### src/rtl/dac_aux_regs_defines.vh
// Register offsets, field positions, reset values for the aux/gain/error bank.
// Assumes inclusion by bare name from the register bank module files.
`ifndef DAC_AUX_REGS_DEFINES_VH
`define DAC_AUX_REGS_DEFINES_VH

// Register offsets (byte addresses on the internal register port)
`define AUX1_CTRL_HIGH_ADDR 8'h0e
`define QUAD_GAIN_LOW_ADDR 8'h0f
`define QUAD_GAIN_HIGH_ADDR 8'h10
`define AUX2_DATA_LOW_ADDR 8'h11
`define AUX2_CTRL_HIGH_ADDR 8'h12
`define TIMING_ERR_ADDR 8'h19

// Upper aux control register fields
`define AUX_SIGN_BIT 7
`define AUX_DIR_BIT 6
`define AUX_PD_BIT 5
`define DATA_HI_MSB 1

// Quadrature gain upper register fields
`define QUAD_SLEEP_BIT 7
`define QUAD_PD_BIT 6

// Timing error register fields
`define ERR_DATA_BIT 7
`define ERR_SYNC_BIT 6
`define ERR_TYPE_BIT 4
`define ERR_DATA_EN_BIT 3
`define ERR_SYNC_EN_BIT 2
`define SYNC_LOOP_BIT 0

// Reset values
`define AUX1_CTRL_HIGH_RST 8'h00
`define QUAD_GAIN_LOW_RST 8'hfc
`define QUAD_GAIN_HIGH_RST 8'h01
`define AUX2_DATA_LOW_RST 8'h00
`define AUX2_CTRL_HIGH_RST 8'h00
`define TIMING_ERR_RST 8'h00

// Writable-bit masks; all other bits ignore writes and read zero, except the error flags and type bit
`define AUX_CTRL_HIGH_MASK 8'he3
`define QUAD_GAIN_HIGH_MASK 8'hc3
`define TIMING_ERR_WMASK 8'h0d

`endif

### src/rtl/sticky_flag.v
// One latched event flag with a clear request; a set always beats a clear.
// Assumes set and clear are synchronous to clk_in.
`timescale 1ns/1ps
module sticky_flag (
    input wire clk_in,
    input wire rstn_in,
    input wire set_in,
    input wire clear_in,
    output reg flag_out
);

    // Flag holds until cleared; an event in the clear cycle is kept
    always @(posedge clk_in or negedge rstn_in) begin
        if (!rstn_in) begin
            flag_out <= 1'b0;
        end else if (set_in) begin
            flag_out <= 1'b1;
        end else if (clear_in) begin
            flag_out <= 1'b0;
        end
    end

endmodule // sticky_flag

### src/rtl/dac_aux_gain_irq_regs.v
// Configuration bank: aux current DAC 1/2 controls, quadrature DAC gain and
// power, and latched timing error flags with read-to-clear.
// Assumes the serial port front end delivers one-cycle read and write
// strobes with address and data, all synchronous to ref_clk_in.
`timescale 1ns/1ps
`include "dac_aux_regs_defines.vh"
module dac_aux_gain_irq_regs #(
    parameter DATA_WIDTH = 10
) (
    input wire ref_clk_in,
    input wire rstn_in,
    input wire [7:0] reg_addr_in,
    input wire [7:0] reg_wdata_in,
    input wire reg_wr_in,
    input wire reg_rd_in,
    input wire data_timing_err_in,
    input wire data_err_setup_in,
    input wire sync_timing_err_in,
    output reg [7:0] reg_rdata_out,
    output reg [DATA_WIDTH-1:0] quad_gain_out,
    output reg quad_sleep_out,
    output reg quad_pd_out,
    output reg [1:0] aux1_data_high_out,
    output reg aux1_pos_out,
    output reg aux1_neg_out,
    output reg aux1_sink_out,
    output reg aux1_pd_out,
    output reg [DATA_WIDTH-1:0] aux2_pos_out,
    output reg [DATA_WIDTH-1:0] aux2_neg_out,
    output reg aux2_sink_out,
    output reg aux2_pd_out,
    output reg sync_loopback_out,
    output reg timing_irq_out
);

    // Stored register images (only writable bits are ever nonzero)
    reg [7:0] aux_current1_ctrl_high; // Sign, direction, power-down, data 9:8
    reg [7:0] quad_gain_low; // Gain bits 7:0
    reg [7:0] quad_gain_high_power; // Sleep, power-down, gain 9:8
    reg [7:0] aux_current2_data_low; // Aux2 word bits 7:0
    reg [7:0] aux_current2_ctrl_high; // Sign, direction, power-down, data 9:8
    reg [7:0] err_ctrl; // Enables and loopback bits of error register
    reg err_type; // Last data error kind, setup when high

    // Decoded access strobes
    wire wr_aux1_hi = reg_wr_in && (reg_addr_in == `AUX1_CTRL_HIGH_ADDR);
    wire wr_gain_lo = reg_wr_in && (reg_addr_in == `QUAD_GAIN_LOW_ADDR);
    wire wr_gain_hi = reg_wr_in && (reg_addr_in == `QUAD_GAIN_HIGH_ADDR);
    wire wr_aux2_lo = reg_wr_in && (reg_addr_in == `AUX2_DATA_LOW_ADDR);
    wire wr_aux2_hi = reg_wr_in && (reg_addr_in == `AUX2_CTRL_HIGH_ADDR);
    wire wr_err = reg_wr_in && (reg_addr_in == `TIMING_ERR_ADDR);
    wire rd_err = reg_rd_in && (reg_addr_in == `TIMING_ERR_ADDR);

    // Latched flags: bit 1 data port, bit 0 sync input
    wire [1:0] err_set = {data_timing_err_in, sync_timing_err_in};
    wire [1:0] err_flag;

    // One sticky latch per error source
    genvar g;
    generate
        for (g = 0; g < 2; g = g + 1) begin : g_err
            sticky_flag u_flag (
                .clk_in(ref_clk_in),
                .rstn_in(rstn_in),
                .set_in(err_set[g]),
                .clear_in(rd_err),
                .flag_out(err_flag[g])
            );
        end
    endgenerate

    // Full read image of the error register, built from live state
    wire [7:0] err_image = {err_flag[1], err_flag[0], 1'b0, err_type,
        err_ctrl[3:0]};

    // Register writes; masks drop bits that carry no field
    always @(posedge ref_clk_in or negedge rstn_in) begin
        if (!rstn_in) begin
            aux_current1_ctrl_high <= `AUX1_CTRL_HIGH_RST;
            quad_gain_low <= `QUAD_GAIN_LOW_RST;
            quad_gain_high_power <= `QUAD_GAIN_HIGH_RST;
            aux_current2_data_low <= `AUX2_DATA_LOW_RST;
            aux_current2_ctrl_high <= `AUX2_CTRL_HIGH_RST;
            err_ctrl <= `TIMING_ERR_RST;
        end else begin
            if (wr_aux1_hi) begin
                aux_current1_ctrl_high <= reg_wdata_in & `AUX_CTRL_HIGH_MASK;
            end
            if (wr_gain_lo) begin
                quad_gain_low <= reg_wdata_in;
            end
            if (wr_gain_hi) begin
                quad_gain_high_power <= reg_wdata_in & `QUAD_GAIN_HIGH_MASK;
            end
            if (wr_aux2_lo) begin
                aux_current2_data_low <= reg_wdata_in;
            end
            if (wr_aux2_hi) begin
                aux_current2_ctrl_high <= reg_wdata_in & `AUX_CTRL_HIGH_MASK;
            end
            // Flags and type bit are read-only; only enables and loopback store
            if (wr_err) begin
                err_ctrl <= reg_wdata_in & `TIMING_ERR_WMASK;
            end
        end
    end

    // Error kind follows each data port violation; left alone otherwise
    always @(posedge ref_clk_in or negedge rstn_in) begin
        if (!rstn_in) begin
            err_type <= 1'b0;
        end else if (data_timing_err_in) begin
            err_type <= data_err_setup_in;
        end
    end

    // Read data; captured on the same edge that clears the flags
    always @(posedge ref_clk_in or negedge rstn_in) begin
        if (!rstn_in) begin
            reg_rdata_out <= 8'h00;
        end else if (reg_rd_in) begin
            case (reg_addr_in)
                `AUX1_CTRL_HIGH_ADDR: begin
                    reg_rdata_out <= aux_current1_ctrl_high;
                end
                `QUAD_GAIN_LOW_ADDR: begin
                    reg_rdata_out <= quad_gain_low;
                end
                `QUAD_GAIN_HIGH_ADDR: begin
                    reg_rdata_out <= quad_gain_high_power;
                end
                `AUX2_DATA_LOW_ADDR: begin
                    reg_rdata_out <= aux_current2_data_low;
                end
                `AUX2_CTRL_HIGH_ADDR: begin
                    reg_rdata_out <= aux_current2_ctrl_high;
                end
                `TIMING_ERR_ADDR: begin
                    reg_rdata_out <= err_image;
                end
                // Reserved and foreign offsets read zero
                default: begin
                    reg_rdata_out <= 8'h00;
                end
            endcase
        end
    end

    // Aux2 ten-bit word, bit 9 most significant
    wire [DATA_WIDTH-1:0] aux2_word = {aux_current2_ctrl_high[`DATA_HI_MSB:0],
        aux_current2_data_low};
    // Aux2 runs unless powered down
    wire aux2_on = ~aux_current2_ctrl_high[`AUX_PD_BIT];

    // Analog-side controls; one cycle behind the register image so that
    // every output comes from a flop
    always @(posedge ref_clk_in or negedge rstn_in) begin
        if (!rstn_in) begin
            quad_gain_out <= {DATA_WIDTH{1'b0}};
            quad_sleep_out <= 1'b0;
            quad_pd_out <= 1'b0;
            aux1_data_high_out <= 2'b00;
            aux1_pos_out <= 1'b0;
            aux1_neg_out <= 1'b0;
            aux1_sink_out <= 1'b0;
            aux1_pd_out <= 1'b0;
            aux2_pos_out <= {DATA_WIDTH{1'b0}};
            aux2_neg_out <= {DATA_WIDTH{1'b0}};
            aux2_sink_out <= 1'b0;
            aux2_pd_out <= 1'b0;
            sync_loopback_out <= 1'b0;
            timing_irq_out <= 1'b0;
        end else begin
            // Gain word split across two registers
            quad_gain_out <= {quad_gain_high_power[`DATA_HI_MSB:0],
                quad_gain_low};
            quad_sleep_out <= quad_gain_high_power[`QUAD_SLEEP_BIT];
            quad_pd_out <= quad_gain_high_power[`QUAD_PD_BIT];
            // Aux1 low data byte lives outside this bank; only its top bits here
            aux1_data_high_out <= aux_current1_ctrl_high[`DATA_HI_MSB:0];
            // Active-pin select, gated off while powered down
            aux1_pos_out <= ~aux_current1_ctrl_high[`AUX_PD_BIT]
                & ~aux_current1_ctrl_high[`AUX_SIGN_BIT];
            aux1_neg_out <= ~aux_current1_ctrl_high[`AUX_PD_BIT]
                & aux_current1_ctrl_high[`AUX_SIGN_BIT];
            aux1_sink_out <= aux_current1_ctrl_high[`AUX_DIR_BIT];
            aux1_pd_out <= aux_current1_ctrl_high[`AUX_PD_BIT];
            // Plain binary magnitude keeps the current monotonic in the word
            if (aux2_on && !aux_current2_ctrl_high[`AUX_SIGN_BIT]) begin
                aux2_pos_out <= aux2_word;
                aux2_neg_out <= {DATA_WIDTH{1'b0}};
            end else if (aux2_on) begin
                aux2_pos_out <= {DATA_WIDTH{1'b0}};
                aux2_neg_out <= aux2_word;
            end else begin
                // Powered down: both pins idle
                aux2_pos_out <= {DATA_WIDTH{1'b0}};
                aux2_neg_out <= {DATA_WIDTH{1'b0}};
            end
            aux2_sink_out <= aux_current2_ctrl_high[`AUX_DIR_BIT];
            aux2_pd_out <= aux_current2_ctrl_high[`AUX_PD_BIT];
            sync_loopback_out <= err_ctrl[`SYNC_LOOP_BIT];
            // Masked flags still latch; only the request line is gated
            timing_irq_out <= (err_flag[1] & err_ctrl[`ERR_DATA_EN_BIT])
                | (err_flag[0] & err_ctrl[`ERR_SYNC_EN_BIT]);
        end
    end

endmodule // dac_aux_gain_irq_regs

### config.mk
export PLATFORM = sky130hd
export DESIGN_NAME = dac_aux_gain_irq_regs
export DESIGN_NICKNAME = d
export VERILOG_FILES = /design/src/rtl/sticky_flag.v /design/src/rtl/dac_aux_gain_irq_regs.v
export VERILOG_INCLUDE_DIRS = /design/src /design/src/rtl
export SDC_FILE = /design/constraint.sdc
export NUM_CORES = 1
export LEC_CHECK = 0
export BUFFER_PORTS_ARGS = -buffer_cell sky130_fd_sc_hd__buf_2
export CAP_MARGIN = 5
export CORE_UTILIZATION = 53
export CTS_BUF_LIST = sky130_fd_sc_hd__clkbuf_16
export CTS_CLUSTER_SIZE = 24
export DETAILED_ROUTE_END_ITERATION = 10
export GPL_ROUTABILITY_DRIVEN = 0
export PLACE_DENSITY = 0.82
export SLEW_MARGIN = 20
export SYNTH_ARGS = -nofsm -noshare
export SYNTH_HDL_FRONTEND = slang
export SYNTH_SLANG_ARGS = --single-unit
### constraint.sdc
create_clock -name ref_clk_in -period 1.3 [get_ports ref_clk_in]
set_input_delay 0.065 -clock ref_clk_in [delete_from_list [all_inputs] [get_ports ref_clk_in]]
set_output_delay 0.065 -clock ref_clk_in [all_outputs]
set_load 0.05 [all_outputs]
# After elaboration in Yosys (flattened, before gate mapping)
# Cells that the tools add are included.
# word_totals
regBits	86
latchBits	0
mem_bits_rw	0
romBits	0
in_bits	23
elab_cells	56
mem_count	0
# classes
n_addsub	0
multipliers	0
div_mod_pow	0
n_lt_le_gt_ge	0
eq_ne	6
shifts	0
n_mux	7
n_bitwise	8
n_reduce_logical	11
# ops
operator	n
one-hot mux 8 bit (6 select lines)	1
equality test 8 x 5 -> 1 bit, second input constant	4
2-to-1 mux 10 bit	3
equality test 8 x 4 -> 1 bit, second input constant	2
logical AND 1 bit	8
bitwise AND 1 bit	4
nonzero test 2 bit	2
2-to-1 mux 1 bit	3
NOT 1 bit	3
logical NOT 1 bit	1
OR 1 bit	1

# Logic depth before layout (Yosys ltp)
# Gate-level depths: netlist (run 1).
# logic_depth
ltp_word	4
ltp_mapped	6

# Cells and area by module
# From an unflattened synthesis (run 1), not the netlist that was laid out.
# hier_totals
cells_unflattened	222
hier_area_um2	3276.9
# modules_own_cells
mod	instances	cells_per_inst	area_per_inst_um2
dac_aux_gain_irq_regs	1	216	3204.3
sticky_flag	2	3	36.3

# Worst setup path before layout (run 1)
# No wires, ideal clock.
# synth_path
kind	input to register
start	input port reg_addr_in[5]
end	register quad_gain_high_power[1]
setup_ns	0.125
t_arrival_ns	1.165
t_required_ns	1.175
setup_slack_ns	0.011
path_stages	4
path_cell_list	nor3_1 -> nand2_1 -> nor4_4 -> mux2_2
# synth_via
elab_chain_cells	2
# synth_lines
item	line	text
from (decl)	dac_aux_gain_irq_regs.v:12	input wire [7:0] reg_addr_in,
equality test 8 x 5 -> 1 bit	n/a	
logical AND 1 bit	dac_aux_gain_irq_regs.v:48	wire wr_gain_hi = reg_wr_in && (reg_addr_in == `QUAD_GAIN_HIGH_ADDR);
to (signal assigned)	dac_aux_gain_irq_regs.v:81	quad_gain_high_power <= `QUAD_GAIN_HIGH_RST;
to (signal assigned)	dac_aux_gain_irq_regs.v:93	quad_gain_high_power <= reg_wdata_in & `QUAD_GAIN_HIGH_MASK;
to (decl)	dac_aux_gain_irq_regs.v:39	reg [7:0] quad_gain_high_power;
# No other way between the ends.
# A chain may end at the register's enable or synchronous reset.

# Final worst setup path (run 1)
# layout_path
start	register aux_current1_ctrl_high[6]
end	register reg_rdata_out[6]
# layout_via
elab_chain_cells	1
# layout_lines
item	line	text
from (decl)	dac_aux_gain_irq_regs.v:37	reg [7:0] aux_current1_ctrl_high;
from (signal assigned)	dac_aux_gain_irq_regs.v:79	aux_current1_ctrl_high <= `AUX1_CTRL_HIGH_RST;
from (signal assigned)	dac_aux_gain_irq_regs.v:87	aux_current1_ctrl_high <= reg_wdata_in & `AUX_CTRL_HIGH_MASK;
one-hot mux 8 bit (6 select lines)	dac_aux_gain_irq_regs.v:122	case (reg_addr_in)
to (signal assigned)	dac_aux_gain_irq_regs.v:124	reg_rdata_out <= aux_current1_ctrl_high;
to (signal assigned)	dac_aux_gain_irq_regs.v:127	reg_rdata_out <= quad_gain_low;
to (signal assigned)	dac_aux_gain_irq_regs.v:130	reg_rdata_out <= quad_gain_high_power;
to (decl)	dac_aux_gain_irq_regs.v:19	output reg [7:0] reg_rdata_out,
# No other way between the ends.

==> results of run 1 <==
==> cell families (layout without fill, tap and decap cells) <==
| kind of cell | Yosys count | after routing | synth area share |
|---|---|---|---|
| buffers and inverters | 8 | 123 | 0.0167 |
| multiplexers | 43 | 43 | 0.145 |
| AND/OR/NAND/NOR | 65 | 65 | 0.125 |
| flip-flops | 86 | 86 | 0.654 |
| AO/OA/AOI/OAI | 28 | 28 | 0.0598 |
==> repair_timing <==
item | in CTS | in global routing
hold buffers | 7 | 0
endpoints found under the hold margin | 88 | 0
gates cloned | 0 | 0
endpoints found under the setup margin | 1 | 1
resized for setup | 1 | 1
==> placed cells by master, fill, tap and decap left out, drive strengths merged, types with 2 or more instances in the layout <==
cell	instances
mux2	39
clkbuf	9
inv	2
clkinvlp	2
a21oi	8
nor2	6
nand3	9
clkinv	3
dlygate4sd3	7
mux2i	4
nand2	10
nor3b	4
bufinv	2
and2	21
nor2b	4
o2bb2ai	4
o21ai	4
dfrtp	79
buf	98
a21o	2
and3	2
dfstp	7
a22o	2
==> stage by stage <==
stage	power, mW	utilization	instance area, um2	setup WS (ns)
after detailed placement	3.48	0.659	3920	-0.152
after floorplan	3.22	-	3310	0.0106
after global routing	6.32	0.724	4310	-0.0121
after CTS	6.17	0.723	4310	0.0210
after global placement	3.46	0.659	3920	-0.126
final	6.15	0.724	4310	-0.00597
==> worst max-delay path by stage <==
stage	startpoint	to	slack (ns)
after detailed placement	reg_addr_in[4]	quad_gain_high_power[6]	-0.15
after global routing	aux_current1_ctrl_high[6]	reg_rdata_out[6]	-0.01
after CTS	aux_current1_ctrl_high[6]	reg_rdata_out[6]	0.02
after floorplan	reg_addr_in[5]	quad_gain_high_power[1]	0.01
final	aux_current1_ctrl_high[6]	reg_rdata_out[6]	-0.006
after global placement	reg_addr_in[1]	reg_rdata_out[6]	-0.13
==> final cells by class <==
type                       instances  area, um2
clock buffer                       9        225
clock inverter                     7       88.8
fill                             392       1640
inverter                           2       7.51
multi-input combinational        136       1100
sequential                        86       2160
tap                               75       93.8
timing repair buffer             105        641
==> registers in the layout (all words and copies together) (netlist names), 3 cells and up <==
register and cells:
quad_gain_out 10, aux_current2_data_low 8, aux2_pos_out 10, quad_gain_low 8
aux_current1_ctrl_high 5, aux2_neg_out 10, aux_current2_ctrl_high 5, err_ctrl 3
quad_gain_high_power 4, reg_rdata_out 8
==> power by group <==
part	total [mW]	leakage [nW]	switching [mW]	internal (mW)
Sequential	2.85	1.15	0.0612	2.79
Combinational	0.605	0.977	0.398	0.206
Clock	2.69	0.149	1.02	1.67
Total	6.15	2.27	1.48	4.66
==> layer usage <==
| metal | vias up | routed length [um] | part of all wire |
|---|---|---|---|
| met5 | - | 0 | 0 |
| met4 | 0 | 150 | 0.020 |
| li1 | 1042 | - | - |
| met2 | 94 | 3720 | 0.50 |
| met3 | 13 | 431 | 0.058 |
| met1 | 1124 | 3160 | 0.42 |
==> critical path: stages, from the launching register on <==
cell,delay (ns)
dfrtp_1,0.38
mux2_2,0.29
a32oi_2,0.19
o21ai_1,0.11
a22o_1,0.22
==> reports/qor.yml, run 1 <==
run_status:
  outcome: "finished, violations left"
  failed_checks: "negative setup slack"
yosys:
  synth.most_common_cell: "dfrtp_1"
  postSynthCellCount: 230
  synth-seq-area-share: 0.654
  synth_top_area_cell: "dfrtp_1"
  synth_edf_count: 0
  syn_area_um2: 3310
  synth_area_per_cell_um2: 14.4
  ys_warn_count: 0
  synth_commonest_cells: "dfrtp_1 (79), mux2_2 (39), and2_1 (21)"
  synthFlopType: "dfrtp_1"
  synth_area_leaders: "dfrtp_1 (60%), mux2_2 (13%), dfstp_2 (5.6%)"
  synth_cell_types: 43
  synth.net_count: 253
  ys_seq_elements: 86
  synth_top_area_share: 0.598
  async_reset_ff_frac: 1.00
grt:
  grt.busiest_layer: "met2"
  grt_max_degree: 33
  grt_overflow: 0
  antenna_found_initial: 0
  grt_first_pass_wirelength_mm: 11.7
  grt.total_usage: 0.250
  use_met1: 0.317
  grt_use_met2: 0.413
  grt_pass1_vias: 2282
  grt_use_met3: 0.0629
pwr:
  p_leak_nw: 2.27
  powerDensity_nw_per_um2: 1420
  irDropWorstVdd_mv: 0.812
final_layout:
  insertedDiodeCount: 0
  syn2layout_area_growth_pct: 30.5
  final_cells: 420
  layout.nets: 363
  drive_above_1_share: 0.481
route:
  num_vias: 2273
  drt_iter0_drc: 77
  drtAntennaViolNets: 0
  wl_per_cell_um: 17.8
  post_drt_via_cell_ratio: 5.41
  first_pass_iters: 5
  drc: 0
  wl_mm: 7.47
clocking:
  cts_made_buffers: 9
  clk_path_buf_depth: 2
  clk_pin_slew_ns: 0.06
  cts_tree: "done"
  post_cts_buffers: 0
  root_buffer: "clkbuf_16"
  insertion_delay_ns: 0.33
  cts_sinks: 86
  htreeDepth: 3
place:
  hpwl_mm: 5.14
  place.port_buffers: 72
  dp_cells: 397
timing:
  tightestPinTransition_ns: 0.380
  totalNegativeSetupSlack_ns: -0.00597
  skew_ns: 0.00340
  fmax_mhz: 766
  post-route-period-util: 1.00
  min_period_ns: 1.31
  slew_headroom: 0.745
  holdWs_ns: 0.0197
  finalSetupViolCount: 1
  slew_violations: 0
  setup_slack_ns: -0.00597
  hold_viol: 0
floorplan:
  die-area_um2: 6560
  start_util: 0.555
  core_area_um2: 5960
  die_w_um: 81.0
  die_h_um: 81.0
  ios: 73
  rows: 28
setup_path:
  r2r-start: "aux_current1_ctrl_high[6]"
  worstSetupPathType: "register to register"
  endpoint_kind: "register"
  arrival_ns: 1.52
  reg2regPathDepth: 4
  reg2reg_to: "reg_rdata_out[6]"
  required_ns: 1.52
  startpoint_type: "register"
  cp_max_fo: 2
  reg2reg_slack_ns: -0.006
min_path:
  hold_path_class: "primary input to register"
  holdCritStartpoint: "reg_wdata_in[2]"
  holdPathEnd: "aux_current2_data_low[2]"
  whs_path_depth: 2
flow_run:
  drv_cap: 0
(Power assumes the default switching activity.)
==> run 2, diff against run 1 <==
--- a/config.mk
+++ b/config.mk
@@ -6,15 +6,17 @@
 export SDC_FILE = /design/constraint.sdc
 export NUM_CORES = 1
 export LEC_CHECK = 0
+export ABC_AREA = 1
 export BUFFER_PORTS_ARGS = -buffer_cell sky130_fd_sc_hd__buf_2
 export CAP_MARGIN = 5
-export CORE_UTILIZATION = 53
+export CORE_UTILIZATION = 54
 export CTS_BUF_LIST = sky130_fd_sc_hd__clkbuf_16
 export CTS_CLUSTER_SIZE = 24
 export DETAILED_ROUTE_END_ITERATION = 10
 export GPL_ROUTABILITY_DRIVEN = 0
-export PLACE_DENSITY = 0.82
+export PLACE_DENSITY = 0.83
 export SLEW_MARGIN = 20
 export SYNTH_ARGS = -nofsm -noshare
 export SYNTH_HDL_FRONTEND = slang
+export SYNTH_HIERARCHICAL = 1
 export SYNTH_SLANG_ARGS = --single-unit
==> run 2 against run 1 <==
  * Via count up 15%
  * The run now ends clean
  * Sequential share of layout area is 0.47 points higher
  * Routed wire length shrank 2.6%
  * Clock power fell by 17%
  * Non-clock buffer count down 16
  * Die area increased by 2.4%
  * Cell count increased by 21%
  * Utilization fell by 1.5 points
  * Synthesized area is 4.4% higher
  * Critical path depth is 3 lower
==> reports/qor.yml, run 2 <==
setup_path:
  startpoint_type: "register"
  path_buf_inv: 1  # +1
  arrival_ns: 0.98  # -0.54 ns
  crit_chain: "buf_2"
  endpoint_kind: "output pin"
  cp_slowest_cell: "dfrtp_1"
  cpLargestDelayFamily: "flip-flops"
  cp_max_fo: 2  # unchanged
  required_ns: 1.24  # -0.28 ns
  cpPeakStageDelay_ns: 0.37  # about the same
  worstSetupPathType: "register to output pin"
  reg2reg_slack_ns: 0.31  # +0.32 ns
final_layout:
  drive_above_1_share: 0.298  # -0.183
  regArea_um2: 2160  # unchanged
  syn2layout_area_growth_pct: 23.8
  layout_common_cells: "dfrtp_1 (79), nand2_1 (74), buf_2 (71)"
  multi_input_area_um2: 1110  # +0.91%
  layout.nets: 451  # +24%
  final_common_cell: "dfrtp_1"
  insertedDiodeCount: 0  # unchanged
  largestRegisters: "aux2_neg_out: 10 flops, aux2_pos_out: 10 flops, quad_gain_out: 10 flops"
  fill_cells: 461  # +18%
yosys:
  synth_edf_count: 0  # unchanged
  synth.net_count: 358  # +42%
  synth-seq-area-share: 0.626  # -0.0277
  synth_top_family_by_area: "simple AND/OR/NAND/NOR gates"
  syn_area_um2: 3450  # +4.4%
  synth_top_area_cell: "dfrtp_1"
  async_reset_ff_frac: 1.00  # unchanged
  synth_top_area_share: 0.573  # -0.0254
  synth_mux_area_frac: 0.00326  # -0.142
  synth_area_per_cell_um2: 10.3  # -28%
  synthXorXnorAreaFrac: 0  # unchanged
  synth_area_leaders: "dfrtp_1 (57%), nand2_1 (8.0%), dfstp_2 (5.3%)"
  synth_cell_types: 26  # -40%
  ys_seq_elements: 86  # unchanged
  synthSimpleGateAreaFrac: 0.247  # +0.122
  synthFlopType: "dfrtp_1"
  postSynthCellCount: 335  # +46%
  synth_commonest_cells: "dfrtp_1 (79), nand2_1 (74), nand3_1 (34)"
  synthAdderAreaFrac: 0  # unchanged
  ys_warn_count: 6  # +6
  synth.most_common_cell: "dfrtp_1"
  synth_compound_area_frac: 0.0707  # +0.0109
pwr:
  powerDensity_nw_per_um2: 1390  # -2.8%
  p_leak_nw: 2.41  # +6.2%
  irDropWorstVdd_mv: 1.05  # +29%
clocking:
  clk_path_buf_depth: 2  # unchanged
  cts_sinks: 86  # unchanged
  cts_made_buffers: 9  # unchanged
  cts_resized: 0  # -1
  clk_pin_slew_ns: 0.06  # about the same
  insertion_delay_ns: 0.33  # about the same
  post_cts_buffers: 0  # unchanged
  cts_tree: "done"
  htreeDepth: 3  # unchanged
  root_buffer: "clkbuf_16"
timing:
  setup_slack_ns: 0.256  # +0.262 ns
  tightestPinTransition_ns: 0.468  # +0.0877 ns
  rsz0062_at_grt: "false"
  skew_ns: 0.00417  # +0.000767 ns
  slew_headroom: 0.688  # -0.0574
  fmax_mhz: 958  # +25%
  slew_violations: 0  # unchanged
  post-route-period-util: 0.803  # -0.202
  hold_viol: 0  # unchanged
  totalNegativeSetupSlack_ns: 0  # +0.00597 ns
  finalSetupViolCount: 0  # -1
  min_period_ns: 1.04  # -0.262 ns
grt:
  antenna_found_initial: 0  # unchanged
  grt_overflow: 0  # unchanged
  grt_pass1_vias: 2522  # +11%
  grt_first_pass_wirelength_mm: 11.7  # -0.12%
  grt.total_usage: 0.242  # -0.00796
  grt_max_degree: 87  # +160%
floorplan:
  start_util: 0.573  # +0.0178
  ios: 73  # unchanged
  die_w_um: 82.0  # +1.2%
  die_h_um: 82.0  # +1.2%
  die-area_um2: 6720  # +2.4%
  core_area_um2: 6030  # +1.2%
  rows: 28  # unchanged
route:
  num_vias: 2604  # +15%
  wl_mm: 7.27  # -2.6%
  wl_per_cell_um: 14.3  # -19%
  first_pass_iters: 4  # -1
  drtAntennaViolNets: 0  # unchanged
  drc: 0  # unchanged
  post_drt_via_cell_ratio: 5.13  # -5.3%
  drt_iter0_drc: 154  # +100%
place:
  place_ws_ns: 0.0877  # +0.239 ns
  hpwl_mm: 5.16  # +0.31%
  place.port_buffers: 72  # unchanged
run_status:
  outcome: "complete, no violations"
min_path:
  hold_path_class: "primary input to register"
flow_run:
  drv_cap: 0  # unchanged
[run 2: layout make-up]
type | instances | area share
well taps | 75 | 0.0220
multi-input cells | 209 | 0.259
clock inverters | 7 | 0.00761
clock buffers | 9 | 0.0527
flip-flops and latches | 86 | 0.506
repair buffers | 89 | 0.124
inverters | 33 | 0.0290
[run 2: cell families (layout without fill, tap and decap cells)]
logic type             Yosys count  after routing
buffers and inverters           40            138
multiplexers                     1              1
AO/OA/AOI/OAI                   41             41
flip-flops                      86             86
AND/OR/NAND/NOR                167            167
[run 2: timing repair]
item | CTS | global route
hold endpoints to repair | 96 | 0
hold buffers | 11 | 0
endpoints found under the setup margin | 0 | 0
[run 2: power by group]
group	internal, mW	switching, mW	leakage (nW)
combinational	0.192	0.585	1.20
clock	1.26	0.957	0.137
sequential	2.85	0.0785	1.07
total	4.30	1.62	2.41
[run 2: final timing paths]
path	from	end	cells after the start
worst max-delay path	reg_rdata_out[5]	reg_rdata_out[5]	1
worst min-delay path	reg_wdata_in[7]	aux_current1_ctrl_high[7]	3
worst max register to register	aux_current2_ctrl_high[5]	aux2_pos_out[2]	3
worst min register to register	aux_current2_ctrl_high[5]	aux2_pd_out	0
max in group asynchronous	rstn_in	quad_gain_high_power[0]	3
min in group asynchronous	rstn_in	quad_gain_out[1]	3
[run 2: through the flow]
| step | utilization | cells | total power [mW] | area (um2) | hold slack, ns |
|---|---|---|---|---|---|
| finish | 0.709 | 508 | 5.92 | 4270 | 0.0381 |
| global route | 0.709 | 508 | 6.12 | 4270 | 0.0542 |
| CTS | 0.709 | 508 | 5.96 | 4270 | 0.0261 |
| detailed placement | 0.648 | 481 | 3.72 | 3910 | 0.130 |
| global placement | 0.648 | 481 | 3.71 | 3910 | 0.126 |
| floorplan | - | 335 | 3.46 | 3450 | -0.231 |
[run 2: per-layer routing]
| metal | track usage | vias to the layer above | routed length (um) |
|---|---|---|---|
| met3 | 0.0711 | 15 | 528 |
| met4 | 0.100 | 0 | 146 |
| li1 | - | 1250 | - |
| met2 | 0.384 | 102 | 3430 |
| met5 | 0 | - | 0 |
| met1 | 0.310 | 1237 | 3170 |
